### config.mk
export PLATFORM = sky130hd
export DESIGN_NAME = bcc_regs
export DESIGN_NICKNAME = d
export VERILOG_FILES = /design/src/logic/bcc_pkg.sv /design/src/logic/bcc_cfg_port.sv /design/src/logic/bcc_fwd_gate.sv /design/src/logic/bcc_regs.sv
export VERILOG_INCLUDE_DIRS = /design/src /design/src/logic
export SDC_FILE = /design/constraint.sdc
export NUM_CORES = 1
export LEC_CHECK = 0
export ABC_AREA = 1
export BUFFER_PORTS_ARGS = -buffer_cell sky130_fd_sc_hd__buf_2
export CAP_MARGIN = 20
export CORE_AREA = 4 4 71 73
export CTS_BUF_LIST = sky130_fd_sc_hd__clkbuf_8
export CTS_CLUSTER_SIZE = 24
export DETAILED_ROUTE_END_ITERATION = 8
export DIE_AREA = 0 0 75 77
export PLACE_DENSITY = 0.75
export REMOVE_ABC_BUFFERS = 1
export SYNTH_ARGS = -nofsm -noshare
export SYNTH_HDL_FRONTEND = slang
export SYNTH_SLANG_ARGS = --single-unit
### constraint.sdc
create_clock -name CLOCK -period 1.4 [get_ports CLOCK]
set_clock_uncertainty 0.15 [all_clocks]
set_input_delay 0.07 -clock CLOCK [delete_from_list [all_inputs] [get_ports CLOCK]]
set_output_delay 0.07 -clock CLOCK [all_outputs]
set_load 0.01 [all_outputs]
### src/logic/bcc_map.svh
// bridge command/config registers: offsets, masks, reset values
// assumes byte addressing of configuration space, dword aligned access
//
// Functional notes
// - I/O space enable low: ignore primary I/O requests in the I/O window.
// - Memory enable low: ignore primary memory or prefetch window requests.
// - Forwarding off: upstream memory, I/O, MSI writes are unsupported.
// - Forwarding off: upstream non-posted memory/I/O requests complete as unsupported.
// - Forwarding enable never affects completions or non memory/I/O/MSI requests.
// - Poison log enable decides logging into master poison detected flag.
// - Own fatal/non-fatal errors sent if error report or device enable set.
// - Error report enable gates forwarded secondary fatal/non-fatal messages.
// - Secondary correctable error messages are always forwarded upstream.
// - Legacy interrupt disable deasserts the bridge's own interrupt output.
// - Legacy interrupt disable never affects forwarded secondary interrupts.
// - Command bits 3,4,5,7,9 and 15:11 are read-only zero.
// - Read-only 16-bit vendor identifier at offset 0x000.
// - Read-only 16-bit device identifier at offset 0x002.
// - Writable command bits reset to zero.
// - Poisoned downstream cpl or forwarded upstream request sets flag; write 1 clears.
// - System error flag set on own fatal/non-fatal message if report enabled.
`ifndef BCC_MAP_SVH
`define BCC_MAP_SVH

// byte addresses of dwords and 16-bit fields
`define BCC_OFF_ID        12'h000
`define BCC_OFF_CMD       12'h004
`define BCC_VENDOR_OFF    12'h000
`define BCC_DEVICE_OFF    12'h002
`define BCC_CMD_OFF       12'h004
`define BCC_STS_OFF       12'h006

// command field positions
`define BCC_CMD_IO        0
`define BCC_CMD_MEM       1
`define BCC_CMD_FWD       2
`define BCC_CMD_POISON    6
`define BCC_CMD_ERR       8
`define BCC_CMD_IRQD      10
`define BCC_CMD_WMASK     16'h0547
`define BCC_CMD_RESET     16'h0000

// status field positions
`define BCC_STS_POISON    8
`define BCC_STS_SYSERR    14
`define BCC_STS_RESET     16'h0000

`define BCC_ZERO32        32'h0000_0000

`endif

### src/logic/bcc_pkg.sv
// bridge command/config registers: shared types
// assumes nothing beyond the map header
package bcc_pkg;
  // kind of a transaction layer packet seen at the bridge
  typedef enum logic [2:0] {
    KIND_MEM, KIND_IO, KIND_MSI, KIND_MSG, KIND_CPL, KIND_CFG
  } bcc_kind_e;
  // severity of an error message
  typedef enum logic [1:0] {SEV_CORR, SEV_NONFATAL, SEV_FATAL} bcc_sev_e;
endpackage

### src/logic/bcc_cfg_port.sv
// configuration access decode: hit, byte write enables, one-cycle ack
// assumes requests come from link logic on the same clock
`timescale 1ns/1ps
`default_nettype none
`include "bcc_map.svh"
module bcc_cfg_port (
  // clock and control
  input  wire logic        clk,
  input  wire logic        srst,
  input  wire logic        ce,
  // request
  input  wire logic        req,
  input  wire logic        we,
  input  wire logic [11:0] addr,
  input  wire logic [3:0]  be,
  // decode
  output logic             hit_id,
  output logic             hit_cmd,
  output logic [3:0]       wr_be,
  output logic             ack
);
  logic next_ack;

  function automatic logic dw_hit(input logic [11:0] a, input logic [11:0] o);
    dw_hit = (a[11:2] == o[11:2]);
  endfunction

  always_comb begin
    hit_id   = req && dw_hit(addr, `BCC_OFF_ID);
    hit_cmd  = req && dw_hit(addr, `BCC_OFF_CMD);
    wr_be    = (req && we && hit_cmd && !ack) ? be : 4'h0;
    next_ack = req && !ack;
  end

  always_ff @(posedge clk) begin
    if (srst) begin
      ack <= 1'b0;
    end else if (ce) begin
      ack <= next_ack;
    end
  end
endmodule
`default_nettype wire

### src/logic/bcc_fwd_gate.sv
// request gating by the command enables, purely combinational
// assumes window hits are computed by the caller's address decode
`timescale 1ns/1ps
`default_nettype none
module bcc_fwd_gate
  import bcc_pkg::*;
(
  // enables
  input  wire logic      io_space_enable,
  input  wire logic      memory_space_enable,
  input  wire logic      request_forwarding_enable,
  // primary side request
  input  wire logic      pri_valid,
  input  wire bcc_pkg::bcc_kind_e pri_kind,
  input  wire logic      in_io_win,
  input  wire logic      in_mem_win,
  input  wire logic      in_pmem_win,
  // upstream request
  input  wire logic      up_valid,
  input  wire bcc_pkg::bcc_kind_e up_kind,
  input  wire logic      up_nonposted,
  // decisions
  output logic           pri_claim,
  output logic           up_fwd,
  output logic           up_ur,
  output logic           up_ur_cpl
);
  function automatic logic gated(input bcc_kind_e k);
    gated = (k == KIND_MEM) || (k == KIND_IO) || (k == KIND_MSI);
  endfunction

  always_comb begin
    pri_claim = pri_valid &&
      ((io_space_enable && in_io_win && pri_kind == KIND_IO) ||
       (memory_space_enable && (in_mem_win || in_pmem_win) &&
        pri_kind == KIND_MEM));
    up_ur     = up_valid && gated(up_kind) &&
                !request_forwarding_enable;
    up_fwd    = up_valid && !up_ur;
    up_ur_cpl = up_ur && up_nonposted;
  end
endmodule
`default_nettype wire

### src/logic/bcc_regs.sv
// bridge command/config registers, top: identity, command, two status flags
// assumes all inputs come from the port's link logic on CLOCK
`timescale 1ns/1ps
`default_nettype none
`include "bcc_map.svh"
module bcc_regs #(
  parameter logic [15:0] VENDOR_ID = 16'hA5A5, // arbitrary value
  parameter logic [15:0] DEVICE_ID = 16'h5A01  // arbitrary value
) (
  // clock, reset, enable
  input  wire logic        CLOCK,
  input  wire logic        SRST,
  input  wire logic        CE,
  // configuration access
  input  wire logic        CFG_REQ,
  input  wire logic        CFG_WE,
  input  wire logic [11:0] CFG_ADDR,
  input  wire logic [3:0]  CFG_BE,
  input  wire logic [31:0] CFG_WDATA,
  output logic [31:0]      CFG_RDATA,
  output logic             CFG_ACK,
  // primary side requests
  input  wire logic        PRI_VALID,
  input  wire bcc_pkg::bcc_kind_e PRI_KIND,
  input  wire logic        PRI_IN_IO_WIN,
  input  wire logic        PRI_IN_MEM_WIN,
  input  wire logic        PRI_IN_PMEM_WIN,
  output logic             PRI_CLAIM,
  // upstream requests
  input  wire logic        UP_VALID,
  input  wire bcc_pkg::bcc_kind_e UP_KIND,
  input  wire logic        UP_NONPOSTED,
  input  wire logic        UP_POISONED,
  output logic             UP_FWD,
  output logic             UP_UR,
  output logic             UP_UR_CPL,
  // downstream completions
  input  wire logic        DN_CPL_VALID,
  input  wire logic        DN_CPL_POISONED,
  // secondary error messages
  input  wire logic        SEC_ERR_VALID,
  input  wire bcc_pkg::bcc_sev_e SEC_ERR_SEV,
  output logic             PRI_ERR_FWD,
  output bcc_pkg::bcc_sev_e PRI_ERR_SEV,
  // own errors
  input  wire logic        OWN_ERR_NONFATAL,
  input  wire logic        OWN_ERR_FATAL,
  input  wire logic        DEV_NONFATAL_EN,
  input  wire logic        DEV_FATAL_EN,
  output logic             ERR_MSG_SEND,
  output logic             ERR_MSG_FATAL,
  // legacy interrupts
  input  wire logic        OWN_IRQ,
  input  wire logic        SEC_IRQ,
  output logic             OWN_IRQ_OUT,
  output logic             FWD_IRQ_OUT,
  // command and flag view
  output logic [15:0]      COMMAND,
  output logic             MASTER_POISON_DETECTED,
  output logic             SIGNALED_SYSTEM_ERROR
);
  import bcc_pkg::*;

  logic [15:0] pci_command;
  logic [15:0] next_pci_command;
  logic        master_poison_detected;
  logic        next_master_poison_detected;
  logic        sys_err;
  logic        next_sys_err;
  logic [31:0] next_rdata;
  logic        hit_id;
  logic        hit_cmd;
  logic [3:0]  wr_be;
  logic        io_space_enable;
  logic        memory_space_enable;
  logic        request_forwarding_enable;
  logic        poison_log_enable;
  logic        error_report_enable;
  logic        legacy_irq_disable;
  logic        poison_event;
  logic        send_nf;
  logic        send_f;
  logic        next_err_send;
  logic        next_err_fatal;
  logic        next_fwd;
  bcc_sev_e    next_fwd_sev;
  logic        next_own_irq;
  logic        next_fwd_irq;
  logic [15:0] wdata_cmd;
  logic [15:0] wdata_sts;

  // access decode
  bcc_cfg_port u_port (
    .clk    (CLOCK),
    .srst   (SRST),
    .ce     (CE),
    .req    (CFG_REQ),
    .we     (CFG_WE),
    .addr   (CFG_ADDR),
    .be     (CFG_BE),
    .hit_id (hit_id),
    .hit_cmd(hit_cmd),
    .wr_be  (wr_be),
    .ack    (CFG_ACK)
  );

  assign io_space_enable           = pci_command[`BCC_CMD_IO];
  assign memory_space_enable       = pci_command[`BCC_CMD_MEM];
  assign request_forwarding_enable = pci_command[`BCC_CMD_FWD];
  assign poison_log_enable         = pci_command[`BCC_CMD_POISON];
  assign error_report_enable       = pci_command[`BCC_CMD_ERR];
  assign legacy_irq_disable        = pci_command[`BCC_CMD_IRQD];

  // request gating
  bcc_fwd_gate u_gate (
    .io_space_enable          (io_space_enable),
    .memory_space_enable      (memory_space_enable),
    .request_forwarding_enable(request_forwarding_enable),
    .pri_valid                (PRI_VALID),
    .pri_kind                 (PRI_KIND),
    .in_io_win                (PRI_IN_IO_WIN),
    .in_mem_win               (PRI_IN_MEM_WIN),
    .in_pmem_win              (PRI_IN_PMEM_WIN),
    .up_valid                 (UP_VALID),
    .up_kind                  (UP_KIND),
    .up_nonposted             (UP_NONPOSTED),
    .pri_claim                (PRI_CLAIM),
    .up_fwd                   (UP_FWD),
    .up_ur                    (UP_UR),
    .up_ur_cpl                (UP_UR_CPL)
  );

  // byte lane merge of write data
  always_comb begin
    wdata_cmd = pci_command;
    wdata_sts = 16'h0000;
    if (wr_be[0]) begin
      wdata_cmd[7:0] = CFG_WDATA[7:0];
    end
    if (wr_be[1]) begin
      wdata_cmd[15:8] = CFG_WDATA[15:8];
    end
    if (wr_be[2]) begin
      wdata_sts[7:0] = CFG_WDATA[23:16];
    end
    if (wr_be[3]) begin
      wdata_sts[15:8] = CFG_WDATA[31:24];
    end
  end

  // command and status flags
  always_comb begin
    next_pci_command = (pci_command & ~`BCC_CMD_WMASK) |
                       (wdata_cmd & `BCC_CMD_WMASK);
    poison_event = poison_log_enable &&
                   ((DN_CPL_VALID && DN_CPL_POISONED) ||
                    (UP_FWD && UP_KIND != KIND_CPL &&
                     UP_POISONED));
    next_master_poison_detected =
      poison_event ||
      (master_poison_detected && !wdata_sts[`BCC_STS_POISON]);
    next_sys_err = (error_report_enable && next_err_send) ||
                   (sys_err && !wdata_sts[`BCC_STS_SYSERR]);
  end

  always_ff @(posedge CLOCK) begin
    if (SRST) begin
      pci_command            <= `BCC_CMD_RESET;
      master_poison_detected <= 1'b0;
      sys_err                <= 1'b0;
    end else if (CE) begin
      pci_command            <= next_pci_command;
      master_poison_detected <= next_master_poison_detected;
      sys_err                <= next_sys_err;
    end
  end

  // read data
  always_comb begin
    next_rdata = CFG_RDATA;
    if (CFG_REQ && !CFG_ACK) begin
      if (hit_id) begin
        next_rdata = {DEVICE_ID, VENDOR_ID};
      end else if (hit_cmd) begin
        next_rdata = `BCC_ZERO32;
        next_rdata[`BCC_STS_POISON + 16] = master_poison_detected;
        next_rdata[`BCC_STS_SYSERR + 16] = sys_err;
        next_rdata[15:0] = pci_command;
      end else begin
        next_rdata = `BCC_ZERO32;
      end
    end
  end

  always_ff @(posedge CLOCK) begin
    if (SRST) begin
      CFG_RDATA <= `BCC_ZERO32;
    end else if (CE) begin
      CFG_RDATA <= next_rdata;
    end
  end

  // error messages and interrupts
  always_comb begin
    send_nf = OWN_ERR_NONFATAL && (error_report_enable || DEV_NONFATAL_EN);
    send_f  = OWN_ERR_FATAL && (error_report_enable || DEV_FATAL_EN);
    next_err_send  = send_nf || send_f;
    next_err_fatal = send_f;
    next_fwd = SEC_ERR_VALID &&
               (SEC_ERR_SEV == SEV_CORR || error_report_enable);
    next_fwd_sev = SEC_ERR_SEV;
    next_own_irq = OWN_IRQ && !legacy_irq_disable;
    next_fwd_irq = SEC_IRQ;
  end

  always_ff @(posedge CLOCK) begin
    if (SRST) begin
      ERR_MSG_SEND  <= 1'b0;
      ERR_MSG_FATAL <= 1'b0;
      PRI_ERR_FWD   <= 1'b0;
      PRI_ERR_SEV   <= SEV_CORR;
      OWN_IRQ_OUT   <= 1'b0;
      FWD_IRQ_OUT   <= 1'b0;
    end else if (CE) begin
      ERR_MSG_SEND  <= next_err_send;
      ERR_MSG_FATAL <= next_err_fatal;
      PRI_ERR_FWD   <= next_fwd;
      PRI_ERR_SEV   <= next_fwd_sev;
      OWN_IRQ_OUT   <= next_own_irq;
      FWD_IRQ_OUT   <= next_fwd_irq;
    end
  end

  assign COMMAND                = pci_command;
  assign MASTER_POISON_DETECTED = master_poison_detected;
  assign SIGNALED_SYSTEM_ERROR  = sys_err;
endmodule
`default_nettype wire

* Word-level counts from Yosys, hierarchy flattened
Cells that the tools add are included.
** Word-level totals
- Bits in registers :: 58
- Bits of input ports :: 77
- Word-level logic and storage cells :: 71
** Operators by class
- Eq/ne operators :: 5
- Multiplexer cells :: 6
- Bitwise logic cells :: 1
- Reductions and logical operators :: 48
** Operators with widths (count)
- 31-bit two-way mux :: 2
- 1-bit logical AND :: 26
- 16-bit by 11-bit bitwise OR with 16-bit output :: 1
- 7-bit two-way mux :: 2
- 1-bit logical OR :: 11
- 10-bit by 1-bit equality test with 1-bit output (second input constant) :: 1
- 10-bit logical NOT :: 1
- 3-bit by 1-bit equality test with 1-bit output (second input constant) :: 2
- 1-bit logical NOT :: 6
- 3-bit logical NOT :: 2
- 4-bit two-way mux :: 1
- 3-bit by 2-bit equality test with 1-bit output (second input constant) :: 1
- 3-bit two-way mux :: 1
- 3-bit inequality test (second input constant) :: 1
- 2-bit logical NOT :: 1
- 2-bit AND reduction :: 1

* Logic depth before layout (Yosys ltp)
Gate-level depths: netlist of the first run.
- Word-level depth :: 12
- Gate-level depth with buffers :: 8
- Depth with buffers taken out :: 8

* Cells and area by module
A second synthesis of the first run with hierarchy kept.
** Second synthesis, totals
- Cells, all modules :: 213
- Area, all modules :: 1461.4 um^2
** Modules (own cells, without submodules)
- bcc_regs :: times used 1, cells an instance 166, area each 1239.9 um^2, sequential area each 520.5 um^2
- bcc_cfg_port :: times used 1, cells an instance 30, area each 143.9 um^2, sequential area each 20.0 um^2
- bcc_fwd_gate :: times used 1, cells an instance 17, area each 77.6 um^2, sequential area each 0.0 um^2

* Worst setup path after synthesis of the first run
Ideal clock, no wire load.
- Path type :: register -> register
- Start point :: reg u_port.ack
- End point :: reg pci_command[0] (netlist: COMMAND[0])
- Data arrival time :: 1.002 ns
- Data required time :: 1.136 ns
- Slack :: 0.134 ns
- Cell stages (with the launch flop) :: 7
- Buffers on the path :: 0
- Cells stage by stage :: dfxtp_1 inv_1 nand2_1 nor2_1 nand4_2 nor2_1 nor2_1
** Between the ends
- Word-level cells in the longest chain between the ends :: 5
** RTL lines
- from (decl) :: RTL line bcc_cfg_port.sv:20 : output logic ack
- from (signal assigned) :: RTL line bcc_cfg_port.sv:39 : ack <= next_ack;
- 1-bit logical NOT :: RTL line bcc_cfg_port.sv:31 : wr_be = (req && we && hit_cmd && !ack) ? be : 4'h0;
- 1-bit logical AND :: RTL line bcc_cfg_port.sv:31
- 4-bit two-way mux :: RTL line bcc_cfg_port.sv:31
- 7-bit two-way mux :: RTL line bcc_regs.sv:137 : if (wr_be[0]) begin
- 16-bit by 11-bit bitwise OR with 16-bit output :: RTL line bcc_regs.sv:153 : next_pci_command = (pci_command & ~`BCC_CMD_WMASK) |
- to (signal assigned) :: RTL line bcc_regs.sv:168 : pci_command <= `BCC_CMD_RESET;
- to (signal assigned) :: RTL line bcc_regs.sv:172 : pci_command <= next_pci_command;
- to (decl) :: RTL line bcc_regs.sv:64 : logic [15:0] pci_command;
No other way between the ends.
A chain may end at the register's enable or synchronous reset.

* Worst setup path in the final report of the first run
- Start point :: reg pci_command[1] (netlist: COMMAND[1])
- End point :: out PRI_CLAIM
** Between the ends
- Word-level cells in the longest chain between the ends :: 4
** RTL lines
- 1-bit logical AND (2 in series) :: RTL line bcc_fwd_gate.sv:35 : (memory_space_enable && (in_mem_win || in_pmem_win) &&
- 1-bit logical OR :: RTL line bcc_fwd_gate.sv:34 : ((io_space_enable && in_io_win && pri_kind == KIND_IO) ||
- 1-bit logical AND :: RTL line bcc_fwd_gate.sv:33 : pri_claim = pri_valid &&
- to (decl) :: RTL line bcc_regs.sv:28 : output logic PRI_CLAIM,
No other way between the ends.

==> flow_summary.html, run 1 <==
<table>
<tr><th>Metric</th><th>Value</th></tr>
<tr><th colspan="2">Clock tree</th></tr>
<tr><td>Clock transition time at the flip-flop clock pins of the worst setup and hold paths</td><td>0.10 ns</td></tr>
<tr><td>Worst skew pair latency</td><td>0.27 ns</td></tr>
<tr><td>CTS Root Cell</td><td>sky130_fd_sc_hd__clkbuf_8</td></tr>
<tr><td>CTS tree</td><td>done</td></tr>
<tr><td>Number of buffers inserted during clock tree synthesis</td><td>3</td></tr>
<tr><td>Buffers from clock root to sink, at most</td><td>2</td></tr>
<tr><td>H-tree depth reported by CTS</td><td>1</td></tr>
<tr><td>Number of buffers added to fix hold violations after cts</td><td>16</td></tr>
<tr><td>CTS sink count</td><td>27</td></tr>
<tr><th colspan="2">Timing</th></tr>
<tr><td>Final critical-path share of the clock period</td><td>95.82%</td></tr>
<tr><td>Post-layout min period</td><td>1.341 ns</td></tr>
<tr><td>Final-report hold violation count</td><td>1</td></tr>
<tr><td>Worst hold margin</td><td>-0.01202 ns</td></tr>
<tr><td>Max-slew violations</td><td>0</td></tr>
<tr><td>Final worst slack</td><td>0.05853 ns</td></tr>
<tr><td>Max frequency</td><td>745.5 MHz</td></tr>
<tr><td>Setup repair after global routing missed its margin</td><td>true</td></tr>
<tr><td>Final Setup Violations</td><td>0</td></tr>
<tr><th colspan="2">Yosys</th></tr>
<tr><td>Cell count after synthesis</td><td>221</td></tr>
<tr><td>Number of warnings reported in the yosys synthesis log</td><td>0</td></tr>
<tr><td>Top-area cell type share of the netlist area</td><td>35.91%</td></tr>
<tr><td>Synth area leaders</td><td>sky130_fd_sc_hd__dfxtp_1 36%, sky130_fd_sc_hd__buf_4 17%, sky130_fd_sc_hd__nand2_1 12%, sky130_fd_sc_hd__nor2_1 10%, sky130_fd_sc_hd__a21oi_1 5.3%</td></tr>
<tr><td>Syn Std Cell Area</td><td>~1500 um2</td></tr>
<tr><td>Part of the Yosys area used for sequential elements</td><td>35.91%</td></tr>
<tr><td>Netlist cell types</td><td>20</td></tr>
<tr><td>Mean Syn Cell Area</td><td>~6.8 um2</td></tr>
<tr><td>Register bit count reported by yosys</td><td>27</td></tr>
<tr><td>Top cell type by total area after synthesis</td><td>sky130_fd_sc_hd__dfxtp_1</td></tr>
<tr><th colspan="2">Routing</th></tr>
<tr><td>Total iterations of the first detailed-routing run</td><td>4</td></tr>
<tr><td>Total detailed-routing wirelength</td><td>4.102 mm</td></tr>
<tr><td>Number of nets still failing antenna checks after routing</td><td>0</td></tr>
<tr><td>Mean routed wirelength per cell</td><td>between 10 and 15 um</td></tr>
<tr><td>DR DRC count</td><td>0</td></tr>
<tr><td>Total number of vias</td><td>1,613</td></tr>
<tr><td>Via density per instance</td><td>roughly 4.3</td></tr>
<tr><td>Detailed router's first-iteration violation count</td><td>53</td></tr>
<tr><th colspan="2">Power and ir drop</th></tr>
<tr><td>Combinational share of power</td><td>18.3%</td></tr>
<tr><td>Switching power as a share of total power</td><td>26.34%</td></tr>
<tr><td>Lkg Pwr</td><td>roughly 1.2 nW</td></tr>
<tr><td>Switching pwr</td><td>roughly 0.00040 W</td></tr>
<tr><td>Largest voltage drop on the vdd net</td><td>slightly above 600 uV</td></tr>
<tr><td>Clock power frac</td><td>29.2%</td></tr>
<tr><td>Overall power consumption</td><td>0.001518 W</td></tr>
<tr><td>Power density over cell area</td><td>720.9 nW/um2</td></tr>
<tr><td>Sequential share of power</td><td>a little over half</td></tr>
<tr><td>Internal power</td><td>0.001118 W</td></tr>
<tr><th colspan="2">Place</th></tr>
<tr><td>Post-placement setup slack</td><td>0.05702 ns</td></tr>
<tr><td>Number of port buffers</td><td>91</td></tr>
<tr><td>DP Area</td><td>1864 um2</td></tr>
<tr><td>Final RePlAce weighted congestion</td><td>0.7468</td></tr>
<tr><td>DP Wirelength</td><td>3.188 mm</td></tr>
<tr><th colspan="2">Floorplan</th></tr>
<tr><td>DIE HEIGHT</td><td>77 um</td></tr>
<tr><td>I/O pin total</td><td>139</td></tr>
<tr><td>Area of the core</td><td>4354 um2</td></tr>
<tr><td>Die Footprint</td><td>slightly below 6000 um2</td></tr>
<tr><td>Total number of placement rows</td><td>24</td></tr>
<tr><td>Initial standard-cell utilization of the core</td><td>between 30% and 40%</td></tr>
<tr><td>Die Wd</td><td>75 um</td></tr>
<tr><th colspan="2">Worst setup path</th></tr>
<tr><td>Data arrival time at the worst-slack endpoint</td><td>1.12 ns</td></tr>
<tr><td>Category of the most critical setup path</td><td>reg -&gt; out</td></tr>
<tr><td>Dominant delay contributor by cell family on the critical path</td><td>flip-flops</td></tr>
<tr><td>Largest incremental delay on the critical path</td><td>0.36 ns</td></tr>
<tr><td>Data required time of the critical path</td><td>approximately 1.2 ns</td></tr>
<tr><td>Worst-path cell chain</td><td>inv_2 -&gt; nor2_2 -&gt; nor2_1 -&gt; a211oi_1 -&gt; buf_2</td></tr>
<tr><td>Crit. End Element</td><td>output port</td></tr>
<tr><td>Worst Path Max Fanout</td><td>3</td></tr>
<tr><td>Worst path slowest cell</td><td>sky130_fd_sc_hd__dfxtp_2</td></tr>
<tr><td>Startpoint types</td><td>flip-flop</td></tr>
<tr><td>Number of buffers and inverters on the critical path</td><td>2</td></tr>
<tr><th colspan="2">Run status</th></tr>
<tr><td>Violations in the final reports</td><td>negative hold slack</td></tr>
<tr><td>Run status</td><td>complete, but fails checks</td></tr>
<tr><th colspan="2">Worst hold path</th></tr>
<tr><td>Tightest Hold Check Type</td><td>in -&gt; reg</td></tr>
<tr><th colspan="2">Layout</th></tr>
<tr><td>Fillcell total</td><td>457</td></tr>
<tr><td>Nets</td><td>397</td></tr>
<tr><td>Sequential cell area</td><td>543.0 um2</td></tr>
<tr><td>Total area of multi-input combinational cells</td><td>704.4 um2</td></tr>
<tr><td>Post-layout instance area</td><td>2106 um2</td></tr>
<tr><td>Ant. Diodes</td><td>0</td></tr>
<tr><td>Area overhead of the layout relative to synthesis</td><td>39.90%</td></tr>
<tr><td>Share of cells above drive strength 1</td><td>between 30% and 40%</td></tr>
<tr><th colspan="2">Run</th></tr>
<tr><td>Max-cap violations</td><td>0</td></tr>
<tr><th colspan="2">Global routing</th></tr>
<tr><td>Pin count of the biggest net entering global routing</td><td>17</td></tr>
<tr><td>Antenna violations before repair</td><td>0</td></tr>
<tr><td>GRT Residual Overflow</td><td>0</td></tr>
<tr><td>Gr usage total</td><td>14.18%</td></tr>
<tr><td>Global-route wire length before repair</td><td>6.617 mm</td></tr>
<tr><td>Vias in the first global route</td><td>1,541</td></tr>
</table>
placed cells by master, fill, tap and decap left out, types with 2 or more instances in the layout:
master and n:
sky130_fd_sc_hd__buf_2 91, sky130_fd_sc_hd__nand2_1 49, sky130_fd_sc_hd__nor2_1 38, sky130_fd_sc_hd__dfxtp_1 25, sky130_fd_sc_hd__conb_1 20, sky130_fd_sc_hd__inv_1 16
sky130_fd_sc_hd__a21oi_1 16, sky130_fd_sc_hd__dlygate4sd3_1 16, sky130_fd_sc_hd__o21ai_0 9, sky130_fd_sc_hd__buf_4 7, sky130_fd_sc_hd__nand4_1 5, sky130_fd_sc_hd__inv_2 3
sky130_fd_sc_hd__a21boi_0 3, sky130_fd_sc_hd__clkbuf_8 3, sky130_fd_sc_hd__dfxtp_2 2, sky130_fd_sc_hd__nand3_1 2, sky130_fd_sc_hd__nor2_2 2, sky130_fd_sc_hd__o211ai_1 2
Yosys cell counts (all sizes together):
cell	instances
o21ai	9
nor3	1
conb	1
nor2	41
a21boi	4
nand2	50
and2	1
nand4	6
nand3	3
clkbuf	2
inv	20
a211oi	1
buf	37
a21oi	16
dfxtp	27
o211ai	2
logic make-up after synthesis:
group	share of synthesized area [%]
other cells	0.2491
simple gates	28.59
buf+inv	23.44
flops	35.91
compound gates	11.80
stage by stage:
stage | hold WS [ns] | instances | util [%] | TNS [ns]
final | -0.01202 | 371 | 48.36 | 0
after global routing | -0.004870 | 371 | 48.36 | -0.09330
after CTS | 0.01410 | 370 | 47.56 | 0
after detailed placement | 0.1515 | 350 | 42.82 | 0
after global placement | 0.1431 | 350 | 42.82 | 0
after floorplan | -0.01093 | 201 | - | 0
tightest hold or removal path: cells and delay by family:
family          cells  cell delay (ns)
compound gates      1             0.07
simple gates        1             0.12
buf+inv             1             0.12
area by class of cell:
cell class / count / share of cell area (%)
multi-input combinational: 154 / 33.45
clock inverter: 1 / 0.2377
tap: 52 / 3.090
clock buffer: 3 / 1.961
inverter: 20 / 3.743
sequential: 27 / 25.79
timing repair buffer: 114 / 31.73
what timing repair did:
action	CTS	global route
setup endpoints to repair	0	22
gates resized for setup	0	11
hold endpoints to repair	22	1
buffers inserted	0	1
path summary, 6_finish.rpt:
kind | start | to | slack (ns) | cells past startpoint
min reg2reg | ERR_MSG_FATAL | ERR_MSG_FATAL | 0.33 | 2
max reg2reg | u_port.ack | COMMAND[8] | 0.14 | 8
max | COMMAND[1] | PRI_CLAIM | 0.06 | 5
min | CFG_REQ | u_port.ack | -0.01 | 3
power groups by stage:
stage	Combinational, W	Clock, W	Sequential [W]
after global placement	0.000233	0	0.000813
final	0.000278	0.000443	0.000797
after global routing	0.000314	0.000502	0.000799
after floorplan	0.0000935	0	0.000823
after CTS	0.000271	0.000463	0.000796
after detailed placement	0.000237	0	0.000814
flip-flops by register name, summed over array words and instances (netlist names):
| signal | count |
|---|---|
| CFG_RDATA | 11 |
| COMMAND | 6 |
| PRI_ERR_SEV | 2 |
| ERR_MSG_FATAL | 1 |
| ERR_MSG_SEND | 1 |
| FWD_IRQ_OUT | 1 |
| MASTER_POISON_DETECTED | 1 |
| OWN_IRQ_OUT | 1 |
| PRI_ERR_FWD | 1 |
| SIGNALED_SYSTEM_ERROR | 1 |
| u_port.ack | 1 |
metal layers:
layer / track usage, % / wire (um)
met2: 26.48 / 2069
met1: 15.30 / 1510
met4: 1.601 / 13
met5: 0 / 0
met3: 4.967 / 508
Power figures use the tool's default switching activity.
==> run 2, diff against run 1 <==
- CELL_PAD_IN_SITES_DETAIL_PLACEMENT: not set -> 1
- CELL_PAD_IN_SITES_GLOBAL_PLACEMENT: not set -> 1
- CORE_AREA: 4 4 71 73 -> 4 4 85 87
- DIE_AREA: 0 0 75 77 -> 0 0 89 91
- PLACE_DENSITY: 0.75 -> not set
- PLACE_DENSITY_LB_ADDON: not set -> 0.1
==> run 2 against run 1 <==
Compared with the run above:
- highest routed layer unchanged
- first-iteration DRC count down 49%
- sequential share of layout area shrank 0.79 points
- critical path depth rose by 3
- the flow still finishes with violations (negative hold slack)
- non-clock buffer count is 5 higher
- register-to-register slack worse by 0.05 ns
- flip-flop and latch count unchanged
- cell area is 3.4% higher
==> flow_summary.html, run 2 (synthesized netlist as in run 1, its figures left out) <==
<table>
<tr><th>Metric</th><th>Value</th></tr>
<tr><th colspan="2">Place</th></tr>
<tr><td>DP Wirelength</td><td>3.886 mm (was 3.188 mm)</td></tr>
<tr><td>Final RePlAce weighted congestion</td><td>0.7578 (was 0.7468)</td></tr>
<tr><td>Post-placement setup slack</td><td>0.0001507 ns (was 0.05702 ns)</td></tr>
<tr><td>Number of port buffers</td><td>91 (unchanged)</td></tr>
<tr><td>Instance count after placement with tap cells included</td><td>383 (was 350)</td></tr>
<tr><td>DP Area</td><td>1956 um2 (was 1864 um2)</td></tr>
<tr><th colspan="2">Timing</th></tr>
<tr><td>Max-slew violations</td><td>0 (unchanged)</td></tr>
<tr><td>Final worst slack</td><td>0.08951 ns (was 0.05853 ns)</td></tr>
<tr><td>Setup repair after global routing missed its margin</td><td>true (unchanged)</td></tr>
<tr><td>Post-layout min period</td><td>1.310 ns (was 1.341 ns)</td></tr>
<tr><td>Setup TNS Final</td><td>0 ns (unchanged)</td></tr>
<tr><td>Final-report hold violation count</td><td>1 (unchanged)</td></tr>
<tr><td>Worst hold margin</td><td>-0.003652 ns (was -0.01202 ns)</td></tr>
<tr><td>Final critical-path share of the clock period</td><td>93.61% (was 95.82%)</td></tr>
<tr><td>Max frequency</td><td>763.1 MHz (was 745.5 MHz)</td></tr>
<tr><td>Final Setup Violations</td><td>0 (unchanged)</td></tr>
<tr><th colspan="2">Global routing</th></tr>
<tr><td>Global-route wire length before repair</td><td>7.686 mm (was 6.617 mm)</td></tr>
<tr><td>Pin count of the biggest net entering global routing</td><td>17 (unchanged)</td></tr>
<tr><td>Gr usage total</td><td>11.84% (was 14.18%)</td></tr>
<tr><td>Vias in the first global route</td><td>1,673 (was 1,541)</td></tr>
<tr><td>GRT Residual Overflow</td><td>0 (unchanged)</td></tr>
<tr><td>Antenna violations before repair</td><td>0 (unchanged)</td></tr>
<tr><th colspan="2">Power and ir drop</th></tr>
<tr><td>Largest voltage drop on the vdd net</td><td>460.0 uV (was 609.5 uV)</td></tr>
<tr><td>Sequential share of power</td><td>51.7% (was 52.5%)</td></tr>
<tr><td>Switching power as a share of total power</td><td>27.15% (was 26.34%)</td></tr>
<tr><td>Lkg Pwr</td><td>1.213 nW (was 1.188 nW)</td></tr>
<tr><td>Power density over cell area</td><td>708.2 nW/um2 (was 720.9 nW/um2)</td></tr>
<tr><td>Internal power</td><td>0.001123 W (was 0.001118 W)</td></tr>
<tr><td>Switching pwr</td><td>0.0004186 W (was 0.0003999 W)</td></tr>
<tr><td>Combinational share of power</td><td>18.9% (was 18.3%)</td></tr>
<tr><td>Clock power frac</td><td>29.4% (was 29.2%)</td></tr>
<tr><th colspan="2">Worst setup path</th></tr>
<tr><td>Startpoint types</td><td>flip-flop (unchanged)</td></tr>
<tr><td>Category of the most critical setup path</td><td>reg -&gt; reg (was reg -&gt; out)</td></tr>
<tr><td>Worst Path Max Fanout</td><td>4 (was 3)</td></tr>
<tr><td>Data required time of the critical path</td><td>1.47 ns (was 1.18 ns)</td></tr>
<tr><td>Data arrival time at the worst-slack endpoint</td><td>1.38 ns (was 1.12 ns)</td></tr>
<tr><td>Crit. End Element</td><td>flip-flop (was output port)</td></tr>
<tr><th colspan="2">Floorplan</th></tr>
<tr><td>Die Wd</td><td>89 um (was 75 um)</td></tr>
<tr><td>Area of the core</td><td>6350 um2 (was 4354 um2)</td></tr>
<tr><td>Initial standard-cell utilization of the core</td><td>23.70% (was 34.57%)</td></tr>
<tr><td>Total number of placement rows</td><td>29 (was 24)</td></tr>
<tr><td>I/O pin total</td><td>139 (unchanged)</td></tr>
<tr><td>DIE HEIGHT</td><td>91 um (was 77 um)</td></tr>
<tr><td>Die Footprint</td><td>8099 um2 (was 5775 um2)</td></tr>
<tr><th colspan="2">Clock tree</th></tr>
<tr><td>H-tree depth reported by CTS</td><td>1 (unchanged)</td></tr>
<tr><td>Clock transition time at the flip-flop clock pins of the worst setup and hold paths</td><td>0.10 ns (about the same)</td></tr>
<tr><td>Worst skew pair latency</td><td>0.27 ns (about the same)</td></tr>
<tr><td>CTS sink count</td><td>27 (unchanged)</td></tr>
<tr><td>CTS Root Cell</td><td>sky130_fd_sc_hd__clkbuf_8 (unchanged)</td></tr>
<tr><td>Buffers from clock root to sink, at most</td><td>2 (unchanged)</td></tr>
<tr><td>Number of buffers inserted during clock tree synthesis</td><td>3 (unchanged)</td></tr>
<tr><td>CTS tree</td><td>done (unchanged)</td></tr>
<tr><th colspan="2">Layout</th></tr>
<tr><td>Share of cells above drive strength 1</td><td>38.89% (was 36.05%)</td></tr>
<tr><td>Most frequent standard cell in the layout excluding fill and tap cells</td><td>sky130_fd_sc_hd__buf_2 (unchanged)</td></tr>
<tr><td>Area overhead of the layout relative to synthesis</td><td>44.64% (was 39.90%)</td></tr>
<tr><td>Largest register by flop count</td><td>CFG_RDATA (unchanged)</td></tr>
<tr><td>Nets</td><td>402 (was 397)</td></tr>
<tr><td>Ant. Diodes</td><td>0 (unchanged)</td></tr>
<tr><td>Non-filler cells in the finished layout</td><td>401 (was 371)</td></tr>
<tr><td>Max FFs per register</td><td>11 (unchanged)</td></tr>
<tr><td>Leading cell types in the layout, fill and taps excluded</td><td>91 x sky130_fd_sc_hd__buf_2, 49 x sky130_fd_sc_hd__nand2_1, 36 x sky130_fd_sc_hd__nor2_1, 24 x sky130_fd_sc_hd__dfxtp_1, 20 x sky130_fd_sc_hd__conb_1 (was 91 x sky130_fd_sc_hd__buf_2, 49 x sky130_fd_sc_hd__nand2_1, 38 x sky130_fd_sc_hd__nor2_1, 25 x sky130_fd_sc_hd__dfxtp_1, 20 x sky130_fd_sc_hd__conb_1)</td></tr>
<tr><td>Post-layout instance area</td><td>2177 um2 (was 2106 um2)</td></tr>
<tr><th colspan="2">Run status</th></tr>
<tr><td>Run status</td><td>complete, but fails checks (unchanged)</td></tr>
<tr><td>Violations in the final reports</td><td>negative hold slack (unchanged)</td></tr>
<tr><th colspan="2">Worst hold path</th></tr>
<tr><td>Tightest Hold Check Type</td><td>in -&gt; reg (unchanged)</td></tr>
<tr><th colspan="2">Run</th></tr>
<tr><td>Max-cap violations</td><td>0 (unchanged)</td></tr>
<tr><th colspan="2">Routing</th></tr>
<tr><td>Mean routed wirelength per cell</td><td>11.96 um (was 11.06 um)</td></tr>
<tr><td>Number of nets still failing antenna checks after routing</td><td>0 (unchanged)</td></tr>
<tr><td>DR DRC count</td><td>0 (unchanged)</td></tr>
<tr><td>Total iterations of the first detailed-routing run</td><td>4 (unchanged)</td></tr>
<tr><td>Total detailed-routing wirelength</td><td>4.795 mm (was 4.102 mm)</td></tr>
<tr><td>Detailed router's first-iteration violation count</td><td>27 (was 53)</td></tr>
<tr><td>Total number of vias</td><td>1,632 (was 1,613)</td></tr>
<tr><td>Via density per instance</td><td>4.070 (was 4.348)</td></tr>
</table>
==> run 2: stage by stage <==
step	power (W)	utilization, %	hold WS [ns]
5_1_grt	0.001642	34.29	0.03828
6_report	0.001542	34.29	-0.003652
2_1_floorplan	0.0009169	-	-0.01093
3_5_place_dp	0.001067	30.80	0.1514
3_3_place_gp	0.001066	30.80	0.1447
4_1_cts	0.001557	33.60	0.0006725
==> run 2: cell type report <==
type,instances,area (um2)
Clock buffer,3,41.29
Clock inverter,1,3.754
Fill cell,848,4173
Inverter,20,78.83
Multi-Input combinational cell,154,710.7
Sequential cell,27,544.3
Tap cell,77,96.34
Timing Repair Buffer,119,701.9
==> run 2: final timing paths <==
kind / start / to / slack [ns] / cells after the start
hold reg to reg: ERR_MSG_FATAL / ERR_MSG_FATAL / 0.33 / 2
setup / recovery: u_port.ack / COMMAND[10] / 0.09 / 8
hold / removal: DN_CPL_POISONED / MASTER_POISON_DETECTED / -0.004 / 5
setup reg to reg: u_port.ack / COMMAND[10] / 0.09 / 8
==> run 2: power groups by stage <==
| stage | Clock (W) | Combinational [W] | Sequential, W |
|---|---|---|---|
| global placement | 0 | 0.000252 | 0.000814 |
| floorplan | 0 | 0.0000935 | 0.000823 |
| global route | 0.000511 | 0.000331 | 0.000800 |
| detailed placement | 0 | 0.000254 | 0.000814 |
| finish | 0.000453 | 0.000292 | 0.000796 |
| CTS | 0.000478 | 0.000283 | 0.000797 |
==> run 2: repair_timing <==
action | CTS | global route
endpoints found under the setup margin | 6 | 24
gates cloned | 0 | 0
gates resized for setup | 1 | 16
pin swaps | 0 | 3
setup buffers | 0 | 1
hold buffers | 13 | 0
hold endpoints to repair | 15 | 0
==> run 2: critical path: stages, from the launching register on <==
cell and delay (ns):
sky130_fd_sc_hd__dfxtp_2 0.34, sky130_fd_sc_hd__inv_2 0.06, sky130_fd_sc_hd__nand2_2 0.06, sky130_fd_sc_hd__nor2_4 0.13, sky130_fd_sc_hd__buf_6 0.11, sky130_fd_sc_hd__nand4_1 0.17
sky130_fd_sc_hd__nand2_1 0.11, sky130_fd_sc_hd__nand2_1 0.05, sky130_fd_sc_hd__nor2_1 0.08
==> run 2: per-layer routing <==
layer,up-vias,GRT usage (%),routed length (um)
met5,-,0,0
met4,0,1.489,23
met3,2,3.801,501
met2,69,20.92,2241
met1,719,14.25,2028
li1,842,-,-
==> run 3, diff against run 2 <==
- MAX_ROUTING_LAYER: not set -> met4
- TNS_END_PERCENT: not set -> 5
==> run 3 against run 2 <==
Compared with the run above:
- the flow still finishes with violations (negative hold slack)
- global-route usage rose by 0.34 points
- worst hold slack gained 0.00099 ns
- count of clock-buffer cells in the layout did not move
- power fell by 0.16%
- cell count did not move
- combinational power is essentially flat
- critical path type unchanged
- critical endpoint unchanged
- largest cell class unchanged
- largest power group unchanged
==> flow_summary.html, run 3 (synthesized netlist as in run 1, its figures left out) <==
<table>
<tr><th>Metric</th><th>Value</th></tr>
<tr><th colspan="2">Layout</th></tr>
<tr><td>Ant. Diodes</td><td>0 (unchanged)</td></tr>
<tr><td>Non-filler cells in the finished layout</td><td>401 (unchanged)</td></tr>
<tr><td>End-of-flow core utilization</td><td>34.21% (was 34.29%)</td></tr>
<tr><td>Share of cells above drive strength 1</td><td>38.27% (was 38.89%)</td></tr>
<tr><td>Area overhead of the layout relative to synthesis</td><td>44.31% (was 44.64%)</td></tr>
<tr><td>Largest register by flop count</td><td>CFG_RDATA (unchanged)</td></tr>
<tr><td>Leading cell types in the layout, fill and taps excluded</td><td>91 x sky130_fd_sc_hd__buf_2, 49 x sky130_fd_sc_hd__nand2_1, 36 x sky130_fd_sc_hd__nor2_1, 25 x sky130_fd_sc_hd__dfxtp_1, 20 x sky130_fd_sc_hd__conb_1 (was 91 x sky130_fd_sc_hd__buf_2, 49 x sky130_fd_sc_hd__nand2_1, 36 x sky130_fd_sc_hd__nor2_1, 24 x sky130_fd_sc_hd__dfxtp_1, 20 x sky130_fd_sc_hd__conb_1)</td></tr>
<tr><td>Nets</td><td>402 (unchanged)</td></tr>
<tr><td>Max FFs per register</td><td>11 (unchanged)</td></tr>
<tr><td>Post-layout instance area</td><td>2172 um2 (was 2177 um2)</td></tr>
<tr><td>Most frequent standard cell in the layout excluding fill and tap cells</td><td>sky130_fd_sc_hd__buf_2 (unchanged)</td></tr>
<tr><th colspan="2">Global routing</th></tr>
<tr><td>Global-route wire length before repair</td><td>7.693 mm (was 7.686 mm)</td></tr>
<tr><td>GRT Residual Overflow</td><td>0 (unchanged)</td></tr>
<tr><td>Vias in the first global route</td><td>1,672 (was 1,673)</td></tr>
<tr><td>Gr usage total</td><td>12.18% (was 11.84%)</td></tr>
<tr><td>Pin count of the biggest net entering global routing</td><td>17 (unchanged)</td></tr>
<tr><td>Antenna violations before repair</td><td>0 (unchanged)</td></tr>
<tr><th colspan="2">Worst setup path</th></tr>
<tr><td>Number of buffers and inverters on the critical path</td><td>2 (unchanged)</td></tr>
<tr><td>Depth of the critical timing path with buffers and inverters included</td><td>8 (unchanged)</td></tr>
<tr><td>Dominant delay contributor by cell family on the critical path</td><td>simple AND/OR/NAND/NOR gates (unchanged)</td></tr>
<tr><td>Number of cells traversed by the worst register-to-register path</td><td>8 (unchanged)</td></tr>
<tr><td>Largest incremental delay on the critical path</td><td>0.34 ns (about the same)</td></tr>
<tr><td>Most numerous cell on the critical path</td><td>sky130_fd_sc_hd__nand2_1 (unchanged)</td></tr>
<tr><td>Data required time of the critical path</td><td>1.47 ns (about the same)</td></tr>
<tr><td>Worst-path cell chain</td><td>inv_2 -&gt; nand2_2 -&gt; nor2_4 -&gt; buf_4 -&gt; nand4_1 -&gt; nand2_1 -&gt; nand2_1 -&gt; nor2_1 (was inv_2 -&gt; nand2_2 -&gt; nor2_4 -&gt; buf_6 -&gt; nand4_1 -&gt; nand2_1 -&gt; nand2_1 -&gt; nor2_1)</td></tr>
<tr><td>Data arrival time at the worst-slack endpoint</td><td>1.38 ns (about the same)</td></tr>
<tr><td>Worst path slowest cell</td><td>sky130_fd_sc_hd__dfxtp_2 (unchanged)</td></tr>
<tr><td>Category of the most critical setup path</td><td>reg -&gt; reg (unchanged)</td></tr>
<tr><td>Crit. End Element</td><td>flip-flop (unchanged)</td></tr>
<tr><td>Startpoint types</td><td>flip-flop (unchanged)</td></tr>
<tr><td>Worst Path Max Fanout</td><td>4 (unchanged)</td></tr>
<tr><td>R2R setup slack</td><td>0.08 ns (was 0.09 ns)</td></tr>
<tr><th colspan="2">Place</th></tr>
<tr><td>DP Wirelength</td><td>3.886 mm (unchanged)</td></tr>
<tr><td>Number of port buffers</td><td>91 (unchanged)</td></tr>
<tr><td>DP Area</td><td>1956 um2 (unchanged)</td></tr>
<tr><td>Instance count after placement with tap cells included</td><td>383 (unchanged)</td></tr>
<tr><td>Final RePlAce weighted congestion</td><td>0.7677 (was 0.7578)</td></tr>
<tr><td>Post-placement setup slack</td><td>0.0001507 ns (unchanged)</td></tr>
<tr><th colspan="2">Clock tree</th></tr>
<tr><td>Buffers from clock root to sink, at most</td><td>2 (unchanged)</td></tr>
<tr><td>H-tree depth reported by CTS</td><td>1 (unchanged)</td></tr>
<tr><td>Clock transition time at the flip-flop clock pins of the worst setup and hold paths</td><td>0.10 ns (about the same)</td></tr>
<tr><td>CTS tree</td><td>done (unchanged)</td></tr>
<tr><td>Number of buffers inserted during clock tree synthesis</td><td>3 (unchanged)</td></tr>
<tr><td>CTS sink count</td><td>27 (unchanged)</td></tr>
<tr><td>Worst skew pair latency</td><td>0.27 ns (about the same)</td></tr>
<tr><td>CTS Root Cell</td><td>sky130_fd_sc_hd__clkbuf_8 (unchanged)</td></tr>
<tr><th colspan="2">Floorplan</th></tr>
<tr><td>Initial standard-cell utilization of the core</td><td>23.70% (unchanged)</td></tr>
<tr><td>DIE HEIGHT</td><td>91 um (unchanged)</td></tr>
<tr><td>Total number of placement rows</td><td>29 (unchanged)</td></tr>
<tr><td>Die Footprint</td><td>8099 um2 (unchanged)</td></tr>
<tr><td>Die Wd</td><td>89 um (unchanged)</td></tr>
<tr><td>Area of the core</td><td>6350 um2 (unchanged)</td></tr>
<tr><td>I/O pin total</td><td>139 (unchanged)</td></tr>
<tr><th colspan="2">Timing</th></tr>
<tr><td>Final Setup Violations</td><td>0 (unchanged)</td></tr>
<tr><td>Final critical-path share of the clock period</td><td>93.95% (was 93.61%)</td></tr>
<tr><td>Max frequency</td><td>760.3 MHz (was 763.1 MHz)</td></tr>
<tr><td>Setup repair after global routing missed its margin</td><td>true (unchanged)</td></tr>
<tr><td>Final-report hold violation count</td><td>1 (unchanged)</td></tr>
<tr><td>Worst hold margin</td><td>-0.002662 ns (was -0.003652 ns)</td></tr>
<tr><td>Max-slew violations</td><td>0 (unchanged)</td></tr>
<tr><td>Final worst slack</td><td>0.08470 ns (was 0.08951 ns)</td></tr>
<tr><td>Post-layout min period</td><td>1.315 ns (was 1.310 ns)</td></tr>
<tr><th colspan="2">Routing</th></tr>
<tr><td>Total detailed-routing wirelength</td><td>4.792 mm (was 4.795 mm)</td></tr>
<tr><td>Total number of vias</td><td>1,629 (was 1,632)</td></tr>
<tr><td>Detailed router's first-iteration violation count</td><td>24 (was 27)</td></tr>
<tr><td>DR DRC count</td><td>0 (unchanged)</td></tr>
<tr><td>Total iterations of the first detailed-routing run</td><td>4 (unchanged)</td></tr>
<tr><td>Mean routed wirelength per cell</td><td>11.95 um (was 11.96 um)</td></tr>
<tr><td>Via density per instance</td><td>4.062 (was 4.070)</td></tr>
<tr><td>Number of nets still failing antenna checks after routing</td><td>0 (unchanged)</td></tr>
<tr><th colspan="2">Power and ir drop</th></tr>
<tr><td>Power density over cell area</td><td>708.6 nW/um2 (was 708.2 nW/um2)</td></tr>
<tr><td>Lkg Pwr</td><td>1.211 nW (was 1.213 nW)</td></tr>
<tr><td>Largest voltage drop on the vdd net</td><td>459.1 uV (was 460.0 uV)</td></tr>
<tr><td>Overall power consumption</td><td>0.001539 W (was 0.001542 W)</td></tr>
<tr><th colspan="2">Run</th></tr>
<tr><td>Max-cap violations</td><td>0 (unchanged)</td></tr>
<tr><th colspan="2">Run status</th></tr>
<tr><td>Violations in the final reports</td><td>negative hold slack (unchanged)</td></tr>
<tr><td>Run status</td><td>complete, but fails checks (unchanged)</td></tr>
<tr><th colspan="2">Worst hold path</th></tr>
<tr><td>Hold path depth</td><td>5 (unchanged)</td></tr>
<tr><td>Tightest Hold Check Type</td><td>in -&gt; reg (unchanged)</td></tr>
</table>
-- run 3: cell counts in the layout (fill, tap and decap cells not counted) --
No cell type changed its count.
-- run 3: repair_timing --
item                                    CTS  global route
buffers inserted                          0             1
endpoints found under the setup margin    6            24
pin swaps                                 0             3
hold buffers                             13             0
hold endpoints to repair                 15             0
resized for setup                         1            13
-- run 3: cell type report --
type | count | area [um2]
multi-input combinational | 154 | 710.7
timing repair buffer | 119 | 698.2
tap | 77 | 96.34
inverter | 20 | 78.83
clock inverter | 1 | 3.754
fill | 851 | 4178
sequential | 27 | 543.0
clock buffer | 3 | 41.29
-- run 3: path summary, 6_finish.rpt --
check / startpoint / endpoint
hold reg to reg: ERR_MSG_FATAL / ERR_MSG_FATAL
setup / recovery: u_port.ack / COMMAND[10]
hold / removal: DN_CPL_POISONED / MASTER_POISON_DETECTED
setup reg to reg: u_port.ack / COMMAND[10]
-- run 3: worst reg2reg max path: cells and delay by family, from the launching register on --
family / cells / cell delay (ns)
and+or+nand+nor: 6 / 0.59
buffers and inverters: 2 / 0.18
DFF: 1 / 0.34
-- run 3: where the power goes --
part | total (W) | switching (W) | internal [W]
Clock | 0.000452 | 0.000255 | 0.000197
Combinational | 0.000290 | 0.000153 | 0.000138
Sequential | 0.000797 | 0.00000904 | 0.000788
-- run 3: per-layer routing --
metal | wire length, um | GRT usage (%) | vias to the layer above | share of wire [%]
li1 | - | - | 843 | -
met1 | 2083 | 14.58 | 717 | 43
met3 | 439 | 3.258 | 2 | 9.2
met2 | 2243 | 20.92 | 67 | 47
met5 | 0 | - | - | 0
met4 | 26 | 1.489 | 0 | 0.54
-- run 3: metrics by stage --
| step | setup TNS, ns | hold slack [ns] |
|---|---|---|
| 3_5_place_dp | 0 | 0.1514 |
| 4_1_cts | 0 | 0.0006725 |
| 6_report | 0 | -0.002662 |
| 3_3_place_gp | -0.008514 | 0.1447 |
| 5_1_grt | -0.08929 | 0.03826 |
| 2_1_floorplan | 0 | -0.01093 |
